### src/hdl/srx_pkg.sv
package srx_pkg;

  // ---------------------------------------------------------------
  // Register word offsets (byte address = index * 4)
  // ---------------------------------------------------------------
  localparam logic [9:0] CH1_RX_RESULT_CODE_IDX = 10'h258;
  localparam logic [9:0] CH2_RX_RESULT_CODE_IDX = 10'h268;
  localparam logic [9:0] CTRL_IDX               = 10'h300;
  localparam logic [9:0] STATUS_IDX             = 10'h301;
  localparam logic [9:0] MASK_IDX               = 10'h302;
  localparam logic [9:0] ERRCODE_IDX            = 10'h303;

  // ---------------------------------------------------------------
  // Field positions
  // ---------------------------------------------------------------
  localparam int CTRL_MODE_LSB    = 0;
  localparam int CTRL_MODE_W      = 2;
  localparam int CTRL_MCNAK_BIT   = 2;
  localparam int CTRL_LEDCLR_BIT  = 3;
  localparam int CTRL_RXCLR1_BIT  = 4;
  localparam int CTRL_RXCLR2_BIT  = 5;

  localparam int ST_ABN1_BIT  = 0;
  localparam int ST_ABN2_BIT  = 1;
  localparam int ST_RES1_BIT  = 2;
  localparam int ST_RES2_BIT  = 3;
  localparam int ST_LED_BIT   = 4;
  localparam int ST_W         = 5;

  localparam logic [15:0] RESULT_RESET    = 16'h0000;
  localparam logic [15:0] ERRCODE_DEFAULT = 16'h7f01;
  localparam logic [31:0] UNMAPPED_READ   = 32'h0000_0000;

  // ---------------------------------------------------------------
  // Protocol modes
  // ---------------------------------------------------------------
  typedef enum logic [1:0] {
    SRX_MODE_CTRL_ACCESS = 2'b00,
    SRX_MODE_FREE_FORMAT = 2'b01,
    SRX_MODE_BIDIR       = 2'b10,
    SRX_MODE_PREDEF      = 2'b11
  } srx_mode_t;

  typedef enum logic [1:0] {
    SRX_ACT_NONE    = 2'b00,
    SRX_ACT_DISCARD = 2'b01,
    SRX_ACT_NAK     = 2'b10
  } srx_act_t;

endpackage

### src/hdl/srx_err_if.sv
`timescale 1ns/1ps
`default_nettype none
interface srx_err_if;
  import srx_pkg::*;
  logic      err;
  logic      headSeen;
  srx_mode_t mode;
  logic      mcNak;
  srx_act_t  act;
  logic      setAbn;
  logic      setRes;

  modport top (output err, output headSeen, output mode, output mcNak,
               input act, input setAbn, input setRes);
  modport dec (input err, input headSeen, input mode, input mcNak,
               output act, output setAbn, output setRes);
endinterface
`default_nettype wire

### src/hdl/srx_err_decide.sv
`timescale 1ns/1ps
`default_nettype none
module srx_err_decide
  import srx_pkg::*;
(
  srx_err_if.dec e
);

  // ---------------------------------------------------------------
  // Reaction to one reception error
  // ---------------------------------------------------------------
  always_comb begin
    e.act    = SRX_ACT_NONE;
    e.setAbn = 1'b0;
    e.setRes = 1'b0;
    if (e.err) begin
      unique case (e.mode)
        SRX_MODE_CTRL_ACCESS: begin
          if (e.headSeen) begin
            e.act = e.mcNak ? SRX_ACT_NAK : SRX_ACT_DISCARD;
          end else begin
            e.act = SRX_ACT_DISCARD;
          end
        end
        SRX_MODE_FREE_FORMAT: begin
          e.setAbn = 1'b1;
        end
        SRX_MODE_BIDIR: begin
          e.act = e.headSeen ? SRX_ACT_NAK : SRX_ACT_DISCARD;
        end
        SRX_MODE_PREDEF: begin
          e.setRes = 1'b1;
        end
      endcase
    end
  end

endmodule // srx_err_decide
`default_nettype wire

### src/hdl/srx_error_handler.sv
// How it works
// - Controller-access mode, error after head data: discard or answer abnormal end, as set by control.
// - Controller-access mode, error before head data: discard and send no answer.
// - Free-format mode: an error raises the channel's reception-abnormal flag.
// - Bidirectional mode, error after head data: answer abnormal end.
// - Bidirectional mode, error before head data: discard.
// - Predefined mode: the error code goes into the channel's result word at 0x258 or 0x268.
// - Any reception error lights the error indicator until software clears it.
`timescale 1ns/1ps
`default_nettype none
module srx_error_handler
  import srx_pkg::*;
#(
  parameter int NCH = 2
) (
  input  wire logic        ref_clk,
  input  wire logic        rstn,
  input  wire logic        wb_cyc_i,
  input  wire logic        wb_stb_i,
  input  wire logic        wb_we_i,
  input  wire logic [11:0] wb_adr_i,
  input  wire logic [3:0]  wb_sel_i,
  input  wire logic [31:0] wb_dat_i,
  output logic      [31:0] wb_dat_o,
  output logic             wb_ack_o,
  input  wire logic [1:0]  rxErr,
  input  wire logic [1:0]  rxHeadSeen,
  output logic      [1:0]  rxDiscard,
  output logic      [1:0]  txAbnormalResp,
  output logic      [1:0]  rxAbnormalFlagPerChannel,
  output logic             errLed,
  output logic             irq
);

  if (NCH != 2) begin : g_nch_check
    $error("srx_error_handler serves exactly two channels");
  end

  // ---------------------------------------------------------------
  // Bus decode
  // ---------------------------------------------------------------
  logic        req;
  logic        wrEn;
  logic [9:0]  idx;
  logic [31:0] wMask;

  assign req   = wb_cyc_i & wb_stb_i & ~wb_ack_o;
  assign wrEn  = req & wb_we_i;
  assign idx   = wb_adr_i[11:2];
  assign wMask = {{8{wb_sel_i[3]}}, {8{wb_sel_i[2]}}, {8{wb_sel_i[1]}}, {8{wb_sel_i[0]}}};

  function automatic logic wrHit(input logic [9:0] a);
    wrHit = wrEn && (idx == a);
  endfunction

  // ---------------------------------------------------------------
  // Control and configuration
  // ---------------------------------------------------------------
  logic [1:0]  mode_q;
  logic        mcNak_q;
  logic [15:0] errCode_q;
  logic [ST_W-1:0] mask_q;
  logic [31:0] ctrlW;

  assign ctrlW = wb_dat_i & wMask;

  always_ff @(posedge ref_clk or negedge rstn) begin
    if (!rstn) begin
      mode_q  <= 2'h0;
      mcNak_q <= 1'b0;
    end else if (wrHit(CTRL_IDX) && wb_sel_i[0]) begin
      mode_q  <= wb_dat_i[CTRL_MODE_LSB +: CTRL_MODE_W];
      mcNak_q <= wb_dat_i[CTRL_MCNAK_BIT];
    end
  end

  always_ff @(posedge ref_clk or negedge rstn) begin
    if (!rstn) begin
      errCode_q <= ERRCODE_DEFAULT;
    end else if (wrHit(ERRCODE_IDX)) begin
      errCode_q <= (errCode_q & ~wMask[15:0]) | (wb_dat_i[15:0] & wMask[15:0]);
    end
  end

  always_ff @(posedge ref_clk or negedge rstn) begin
    if (!rstn) begin
      mask_q <= '0;
    end else if (wrHit(MASK_IDX) && wb_sel_i[0]) begin
      mask_q <= wb_dat_i[ST_W-1:0];
    end
  end

  // ---------------------------------------------------------------
  // Per-channel decisions
  // ---------------------------------------------------------------
  logic [1:0] setAbn;
  logic [1:0] setRes;
  srx_act_t   act [2];

  for (genvar c = 0; c < 2; c++) begin : g_ch
    srx_err_if e ();
    assign e.err      = rxErr[c];
    assign e.headSeen = rxHeadSeen[c];
    assign e.mode     = srx_mode_t'(mode_q);
    assign e.mcNak    = mcNak_q;
    assign act[c]     = e.act;
    assign setAbn[c]  = e.setAbn;
    assign setRes[c]  = e.setRes;
    srx_err_decide u_dec (
      .e (e.dec)
    );
  end

  // ---------------------------------------------------------------
  // Reaction strobes to the frame logic
  // ---------------------------------------------------------------
  always_ff @(posedge ref_clk or negedge rstn) begin
    if (!rstn) begin
      rxDiscard      <= 2'b00;
      txAbnormalResp <= 2'b00;
    end else begin
      for (int c = 0; c < 2; c++) begin
        rxDiscard[c]      <= (act[c] == SRX_ACT_DISCARD);
        txAbnormalResp[c] <= (act[c] == SRX_ACT_NAK);
      end
    end
  end

  // ---------------------------------------------------------------
  // Result words
  // ---------------------------------------------------------------
  logic [15:0] result_q [2];

  always_ff @(posedge ref_clk or negedge rstn) begin
    if (!rstn) begin
      result_q[0] <= RESULT_RESET;
      result_q[1] <= RESULT_RESET;
    end else begin
      for (int c = 0; c < 2; c++) begin
        if (setRes[c]) begin
          result_q[c] <= errCode_q;
        end
      end
    end
  end

  // ---------------------------------------------------------------
  // Abnormal flags: set wins over software clear
  // ---------------------------------------------------------------
  logic [1:0] rxClr;
  assign rxClr[0] = wrHit(CTRL_IDX) && ctrlW[CTRL_RXCLR1_BIT];
  assign rxClr[1] = wrHit(CTRL_IDX) && ctrlW[CTRL_RXCLR2_BIT];

  logic [ST_W-1:0] stat_q;
  logic [ST_W-1:0] statSet;
  logic [ST_W-1:0] statClr;

  always_ff @(posedge ref_clk or negedge rstn) begin
    if (!rstn) begin
      rxAbnormalFlagPerChannel <= 2'b00;
    end else begin
      for (int c = 0; c < 2; c++) begin
        if (setAbn[c]) begin
          rxAbnormalFlagPerChannel[c] <= 1'b1;
        end else if (rxClr[c] || statClr[ST_ABN1_BIT + c]) begin
          rxAbnormalFlagPerChannel[c] <= 1'b0;
        end
      end
    end
  end

  // ---------------------------------------------------------------
  // Error indicator
  // ---------------------------------------------------------------
  always_ff @(posedge ref_clk or negedge rstn) begin
    if (!rstn) begin
      errLed <= 1'b0;
    end else if (|rxErr) begin
      errLed <= 1'b1;
    end else if (wrHit(CTRL_IDX) && ctrlW[CTRL_LEDCLR_BIT]) begin
      errLed <= 1'b0;
    end
  end

  // ---------------------------------------------------------------
  // Interrupt status, write one to clear
  // ---------------------------------------------------------------
  assign statSet = {|rxErr, setRes[1], setRes[0], setAbn[1], setAbn[0]};
  assign statClr = wrHit(STATUS_IDX) ? ctrlW[ST_W-1:0] : '0;

  always_ff @(posedge ref_clk or negedge rstn) begin
    if (!rstn) begin
      stat_q <= '0;
    end else begin
      stat_q <= statSet | (stat_q & ~statClr);
    end
  end

  assign irq = |(stat_q & mask_q);

  // ---------------------------------------------------------------
  // Read data and acknowledge
  // ---------------------------------------------------------------
  logic [31:0] rdData;

  always_comb begin
    rdData = UNMAPPED_READ;
    unique case (idx)
      CH1_RX_RESULT_CODE_IDX: rdData = {16'h0000, result_q[0]};
      CH2_RX_RESULT_CODE_IDX: rdData = {16'h0000, result_q[1]};
      CTRL_IDX:               rdData = {29'h0, mcNak_q, mode_q};
      STATUS_IDX:             rdData = {27'h0, stat_q};
      MASK_IDX:               rdData = {27'h0, mask_q};
      ERRCODE_IDX:            rdData = {16'h0000, errCode_q};
      default:                rdData = UNMAPPED_READ;
    endcase
  end

  always_ff @(posedge ref_clk or negedge rstn) begin
    if (!rstn) begin
      wb_ack_o <= 1'b0;
      wb_dat_o <= 32'h0000_0000;
    end else begin
      wb_ack_o <= req;
      if (req && !wb_we_i) begin
        wb_dat_o <= rdData;
      end
    end
  end

endmodule // srx_error_handler
`default_nettype wire

### config.mk
export PLATFORM = sky130hd
export DESIGN_NAME = srx_error_handler
export DESIGN_NICKNAME = d
export VERILOG_FILES = /design/src/hdl/srx_pkg.sv /design/src/hdl/srx_err_if.sv /design/src/hdl/srx_err_decide.sv /design/src/hdl/srx_error_handler.sv
export SDC_FILE = /design/constraint.sdc
export NUM_CORES = 1
export LEC_CHECK = 0
export BUFFER_PORTS_ARGS = -buffer_cell sky130_fd_sc_hd__clkbuf_2
export CORE_ASPECT_RATIO = 1.5
export CORE_MARGIN = 2
export CORE_UTILIZATION = 57
export CTS_CLUSTER_SIZE = 40
export DETAILED_ROUTE_END_ITERATION = 8
export PLACE_DENSITY_LB_ADDON = 0.1
export SETUP_SLACK_MARGIN = 0.2
export SYNTH_ARGS = -nofsm -noshare
export SYNTH_HDL_FRONTEND = slang
export SYNTH_SLANG_ARGS = --single-unit
### constraint.sdc
create_clock -name ref_clk -period 2.56 [get_ports ref_clk]
set_input_delay 0.256 -clock ref_clk [delete_from_list [all_inputs] [get_ports ref_clk]]
set_output_delay 0.256 -clock ref_clk [all_outputs]
set_load 0.01 [all_outputs]
# After elaboration in Yosys (flattened, before gate mapping)
# Index checks and enable logic that the tools add are counted.
[totals]
register_bits = 101
input_bits = 57
elab_cells = 82
[op_classes]
eq_ne = 13
n_mux = 23
bitwise_logic = 13
n_reduce_logical = 19
[op_table]
columns = ["op", "count"]
rows = [
  ["one-hot mux 16 bit (6 select lines)", 1],
  ["equality test 10 bit, second input constant", 6],
  ["bitwise AND 16 bit", 2],
  ["NOT 16 bit", 1],
  ["OR 16 bit", 1],
  ["two-way mux 2 bit", 7],
  ["two-way mux 1 bit", 12],
  ["bitwise AND 5 bit", 2],
  ["logical AND 1 bit", 10],
  ["equality test 2 bit, second input constant", 4],
  ["one-hot mux 2 bit (2 select lines)", 2],
  ["bitwise AND 6 bit", 1],
  ["equality test 2 x 1 -> 1 bit, second input constant", 3],
  ["nonzero test 2 bit", 3],
  ["two-way mux 5 bit", 1],
  ["NOT 5 bit", 1],
  ["OR 5 bit", 1],
  ["OR reduction 5 bit", 1],
  ["bitwise AND 1 bit", 3],
  ["zero test 2 bit", 1],
  ["logical OR 1 bit", 2],
  ["OR reduction 2 bit", 1],
  ["zero test 1 bit", 1],
  ["NOT 1 bit", 1],
]

# Depth between registers and ports, before layout
# Gate-level depths: netlist of run 1.
[depth]
ltp_word = 8
mapped_depth = 6

# Hierarchy
# From an unflattened synthesis of run 1, not the netlist that was laid out.
[hier_totals]
hier_cells = 327
area_unflattened_um2 = 4006.3
[modules_own_cells]
columns = ["mod", "instances", "cells_each", "area_per_inst_um2", "seq_area_each_um2"]
rows = [
  ["srx_error_handler", 1, 315, 3931.3, 2137.0],
  ["srx_err_decide", 2, 6, 37.5, 0.0],
]

# Least setup slack after synthesis of run 1
# No wires, ideal clock.
[synth_timing]
kind = "register -> register"
start = "register wb_ack_o"
end = "register mask_q[0]"
setup_time_ns = 0.125
arrival_time_ns = 1.587
t_required_ns = 2.435
setup_slack_ns = 0.848
stages_incl_launch_ff = 5
synth_period_minus_slack_ns = 1.712
cell_sequence = "dfrtp_1 and3b_1 nand3_1 nor3b_4 mux2_2"
[synth_via]
elab_chain_cells = 5
[synth_lines]
columns = ["item", "line_no", "source"]
rows = [
  ["start: declaration", "srx_error_handler.sv:25", "output logic wb_ack_o,"],
  ["start signal: assignment", "srx_error_handler.sv:224", "wb_ack_o <= req;"],
  ["NOT 1 bit", "srx_error_handler.sv:47", "assign req = wb_cyc_i & wb_stb_i & ~wb_ack_o;"],
  ["bitwise AND 1 bit", "srx_error_handler.sv:47", ""],
  ["named net req", "srx_error_handler.sv:42", "logic req;"],
  ["bitwise AND 1 bit", "srx_error_handler.sv:48", "assign wrEn = req & wb_we_i;"],
  ["logical AND 1 bit", "srx_error_handler.sv:53", "wrHit = wrEn && (idx == a);"],
  ["logical AND 1 bit", "srx_error_handler.sv:88", "end else if (wrHit(MASK_IDX) && wb_sel_i[0]) begin"],
  ["end signal: assignment", "srx_error_handler.sv:89", "mask_q <= wb_dat_i[ST_W-1:0];"],
  ["end: declaration", "srx_error_handler.sv:62", "logic [ST_W-1:0] mask_q;"],
]
# The timed path passes the listed nets, and every way through them passes these cells.
# A chain may end at the register's enable or synchronous reset.

# Worst setup path in the final report of run 1
# Ends and elaborated chain as after synthesis.

==> flow_metrics.tcl, run 1 <==
set metrics [dict create \
    final_cell_area_um2 4530 \
    worstRegToRegCells 4 \
    required_ps 2800 \
    hp-class "in -> reg" \
    drtAntennaViolNets 0 \
    syn_inst 315 \
    grt_pass1_vias 2931 \
    overflow 0 \
    fin_ws_ps 649 \
    tightestPinTransition_ps 600 \
    h-tree-depth 3 \
    place_area_um2 4320 \
    clock-root-buffer "clkbuf_8" \
    grt_pass1_wl_um 14000 \
    vias_per_cell 5.93 \
    synth_async_sr_flop_share_pct 100 \
    final_cells 460 \
    port_buffers 61 \
    drv_slew 0 \
    pre_cts_ws_ps 623 \
    finalWirelength_um 8480 \
    io_pins 98 \
    place_congestion 0.826 \
    core_um2 6850 \
    end_kind "flip-flop" \
    finClkSkew_ps 10.1 \
    hold_ws_ps 126 \
    dp_hpwl_um 5960 \
    vias 2726 \
    final_util_pct 66.1 \
    hp-start "wb_dat_i[15]" \
    path_class "reg -> reg" \
    ff_latch_area_um2 2140 \
    fin_crit_sh_pct 74.7 \
    final_nets 434 \
    syn_to_final_growth_pct 13.0 \
    slew_headroom_pct 60.0 \
    drive_gt1_share_pct 42.4 \
    antenna_found_initial 0 \
    post-cts-setup-buffers 0 \
    r2r_slack_ps 650 \
    chipWidth_um 72.5 \
    yosysWarnings 0 \
    drt_drc_violations_left 0 \
    clockBufferDepth 2 \
    synth.distinct_cells 43 \
    irDropWorstVdd_mv 0.335 \
    synth_top_flop_cell "dfrtp_1" \
    wl_per_cell_um 18.4 \
    timing.final.crit_period_ps 1910 \
    numCtsBuffers 9 \
    synth.area.top_cells "dfrtp_1, mux2_2, dfstp_2, a22o_1, buf_4" \
    ys_seq_elements 85 \
    synth_edf_count 0 \
    yosysTopAreaCell "dfrtp_1" \
    syn_avg_cell_area_um2 12.7 \
    crit_path_end "mask_q[0]" \
    num_rows 37 \
    clkSinkCount 85 \
    die-area_um2 7730 \
    powerDensity_nw_per_um2 536 \
    cts.reportedPaths.clkPinSlew_ps 90 \
    syn-cell-area_um2 4010 \
    setup_viol 0 \
    maxCapViolations 0 \
    reg2reg_from "wb_ack_o" \
    cp-start-kind "flip-flop" \
    reg2reg_to "mask_q[0]" \
    finalHoldViolCount 0 \
    grt_setup_unrepaired "false" \
    drt_iter0_drc 124 \
    n_antenna_cell 0 \
    total_leakage_power_nw 2.22 \
    fmax_mhz 523 \
    synth_top_cell_area_share_pct 48.1 \
    grt_usage_pct 24.0 \
    arrival_ps 2150 \
    cp_max_fo 6 \
    n_fill_cell 551 \
    status "complete, no violations" \
    drt-pass1-iter-count 5 \
    cp-startpoint "wb_ack_o" \
    fp.dieH_um 107 \
    total_power_mw 2.43 \
    yosysSeqAreaShare_pct 53.3 \
    start_util_pct 58.5 \
    place_inst 443 \
    cts_tree "yes" \
    clk_latency_ps 360 \
    fin_tns_setup_ps 0 \
    multi_input_area_um2 1690 \
    grt_max_degree 49 \
]
==> area by class of cell <==
type,instances,share of cell area [%]
tap,78,2.15
clock buffer,9,2.73
inverter,1,0.0829
clock inverter,7,1.63
timing repair buffer,73,8.84
multi-input combinational,207,37.4
sequential,85,47.2
==> layer usage <==
metal / GRT usage (%) / share of wire [%]
met1: 27.9 / 41
met2: 41.1 / 53
met3: 5.08 / 3.7
met4: 12.0 / 2.7
met5: 0 / 0
==> critical path, stage by stage, from the launching register on <==
cell	delay, ps
dfrtp_1	400
and3b_1	270
nand3_1	320
nor3b_4	430
mux2_2	370
==> cells in the mapped netlist, types with 5 or more instances <==
master and n:
a22o_1 18, a22oi_1 17, a31oi_1 10, buf_2 6, buf_4 18, clkbuf_1 10, dfrtp_1 77, dfstp_2 8
mux2_2 50, mux2_4 8, nand2_1 19, nor2b_1 7, o21ai_0 13, o21ai_1 5
==> kinds of logic after synthesis <==
group,after synthesis,share of synthesized area [%]
compound gates,71,12.5
xor+xnor,1,0.219
simple gates,56,9.43
flops,85,53.3
other cells,1,0.0935
mux,63,18.6
buf+inv,38,5.87
==> cells in the final DEF (no fill, tap or decap), types with 5 or more instances in the layout <==
| master | instances |
|---|---|
| dfrtp_1 | 77 |
| clkbuf_2 | 60 |
| a22o_1 | 18 |
| nor2b_1 | 7 |
| conb_1 | 16 |
| dfstp_2 | 8 |
| mux2_2 | 50 |
| buf_4 | 12 |
| a31oi_1 | 10 |
| o21ai_0 | 13 |
| a22oi_1 | 17 |
| mux2_4 | 8 |
| clkbuf_8 | 9 |
| o21ai_1 | 5 |
| nand2_1 | 19 |
==> worst min path at each step <==
stage / slack, ps / cells past startpoint / end
2_1_floorplan: -40 / 0 / async pin
3_3_place_gp: 290 / 1 / wb_dat_o[10]
3_5_place_dp: 300 / 1 / wb_dat_o[10]
4_1_cts: 110 / 2 / flip-flop
5_1_grt: 110 / 2 / flip-flop
6_report: 130 / 2 / flip-flop
==> where the power goes <==
part	switching [mW]	internal, mW	total (mW)
Sequential	0.00302	1.35	1.35
Combinational	0.0940	0.0462	0.140
Clock	0.485	0.454	0.938
==> repair_timing <==
action,in CTS,in global routing
gates resized for setup,0,0
hold buffers,1,0
hold endpoints to repair,38,0
Note: power is estimated with default switching activity, not from simulation.
==> run 2, diff against run 1 <==
CORE_UTILIZATION = 53   (was 57)
clock period = 1.9 ns   (was 2.56 ns; I/O delays follow)
==> flow_metrics.tcl, run 2 (synthesis results as in run 1) <==
set metrics [dict create \
    final_nets 439 \
    powerDensity_nw_per_um2 738 \
    hp-class "in -> reg" \
    worstRegToRegCells 4 \
    drt_iter0_drc 132 \
    final_util_pct 64.0 \
    die-area_um2 8290 \
    final_cells 487 \
    multi_input_area_um2 1720 \
    irDropWorstVdd_mv 0.508 \
    arrival_ps 1910 \
    fp.dieH_um 111 \
    final_cell_area_um2 4660 \
    place_congestion 0.856 \
    end_kind "flip-flop" \
    num_rows 38 \
    cp-start-kind "flip-flop" \
    critical_path.max_stage_delay_ps 400 \
    clockBufferDepth 2 \
    grt_setup_unrepaired "true" \
    critPathBufInv 0 \
    clkSinkCount 85 \
    finalWirelength_um 8390 \
    path_class "reg -> reg" \
    final_common_cell "dfrtp_1" \
    numCtsBuffers 9 \
    overflow 0 \
    grt_pass1_wl_um 13900 \
    total_power_mw 3.43 \
    drt-pass1-iter-count 4 \
    chipWidth_um 75.0 \
    fmax_mhz 605 \
    drive_gt1_share_pct 43.9 \
    start_util_pct 55.1 \
    critPathTopFamily "simple AND/OR/NAND/NOR gates" \
    grt_pass1_vias 2791 \
    ff_latch_area_um2 2140 \
    total_leakage_power_nw 2.25 \
    status "complete, no violations" \
    core_um2 7270 \
    place_area_um2 4390 \
    grt_usage_pct 22.4 \
    drt_drc_violations_left 0 \
    vias 2707 \
    cts_tree "yes" \
    cp-startpoint "wb_ack_o" \
    fin_crit_sh_pct 87.0 \
    fin_ws_ps 246 \
    n_fill_cell 620 \
    wl_per_cell_um 17.2 \
    timing.final.crit_period_ps 1650 \
    crit_chain "and3b_2, nand3_4, nor3b_4, mux2_2" \
    pre_cts_ws_ps -36.8 \
    cp_max_fo 5 \
    drtAntennaViolNets 0 \
    required_ps 2160 \
    critical_path_depth 4 \
    clock-root-buffer "clkbuf_8" \
    vias_per_cell 5.56 \
    maxCapViolations 0 \
    cts.reportedPaths.clkPinSlew_ps 90 \
    holdPathStages 2 \
    h-tree-depth 3 \
    finClkSkew_ps 8.85 \
    port_buffers 61 \
    finalHoldViolCount 0 \
    tightestPinTransition_ps 742 \
    final_cell_mix "dfrtp_1, clkbuf_2, mux2_2" \
    slew_headroom_pct 50.4 \
    antenna_found_initial 0 \
    drv_slew 0 \
    hp-start "wb_dat_i[7]" \
    setup_viol 0 \
    grt_max_degree 37 \
    n_antenna_cell 0 \
    dp_hpwl_um 6030 \
    io_pins 98 \
    cp_slowest_cell "dfrtp_1" \
    syn_to_final_growth_pct 16.1 \
    reg2reg_from "wb_ack_o" \
    clk_latency_ps 370 \
    place_inst 468 \
]
-- run 2: where the power goes --
part	switching [mW]	internal, mW	total (mW)
Sequential	0.00407	1.81	1.82
Combinational	0.129	0.0720	0.201
Clock	0.672	0.743	1.41
Total	0.805	2.63	3.43
-- run 2: timing repair --
action | in CTS | in global routing
pin swaps | 1 | 2
resized for setup | 3 | 1
hold endpoints to repair | 32 | 0
hold buffers | 1 | 0
setup buffers | 0 | 2
setup endpoints to repair | 32 | 12
-- run 2: area by class of cell --
class / instances / area share [%]
Clock buffer: 9 / 2.66
Clock inverter: 7 / 2.10
Inverter: 1 / 0.0806
Multi-Input combinational cell: 207 / 36.9
Sequential cell: 85 / 45.9
Tap cell: 100 / 2.69
Timing Repair Buffer: 78 / 9.67
-- run 2: worst paths after layout --
path | to | slack (ps)
worst max-delay path | mask_q[0] | 250
worst min-delay path | flip-flop | 40
worst max register to register | mask_q[0] | 250
worst min register to register | wb_dat_o[11] | 480
max in group asynchronous | async pin | 950
min in group asynchronous | result_q[10] | 310
-- run 2: metrics by stage --
step	hold WS, ps	setup TNS (ps)
after floorplan	-106	0
final	40.9	0
after global placement	174	-10.9
after detailed placement	174	-74.5
after CTS	29.3	0
after global routing	35.1	0
-- run 2: routing by layer --
metal  track usage, %  vias up  share of wire [%]
met3             3.10       19                2.6
met5                0        -                  0
met2             36.7       56                 54
met1             27.2     1365                 40
met4             12.7        0                3.6
li1                 -     1267                  -
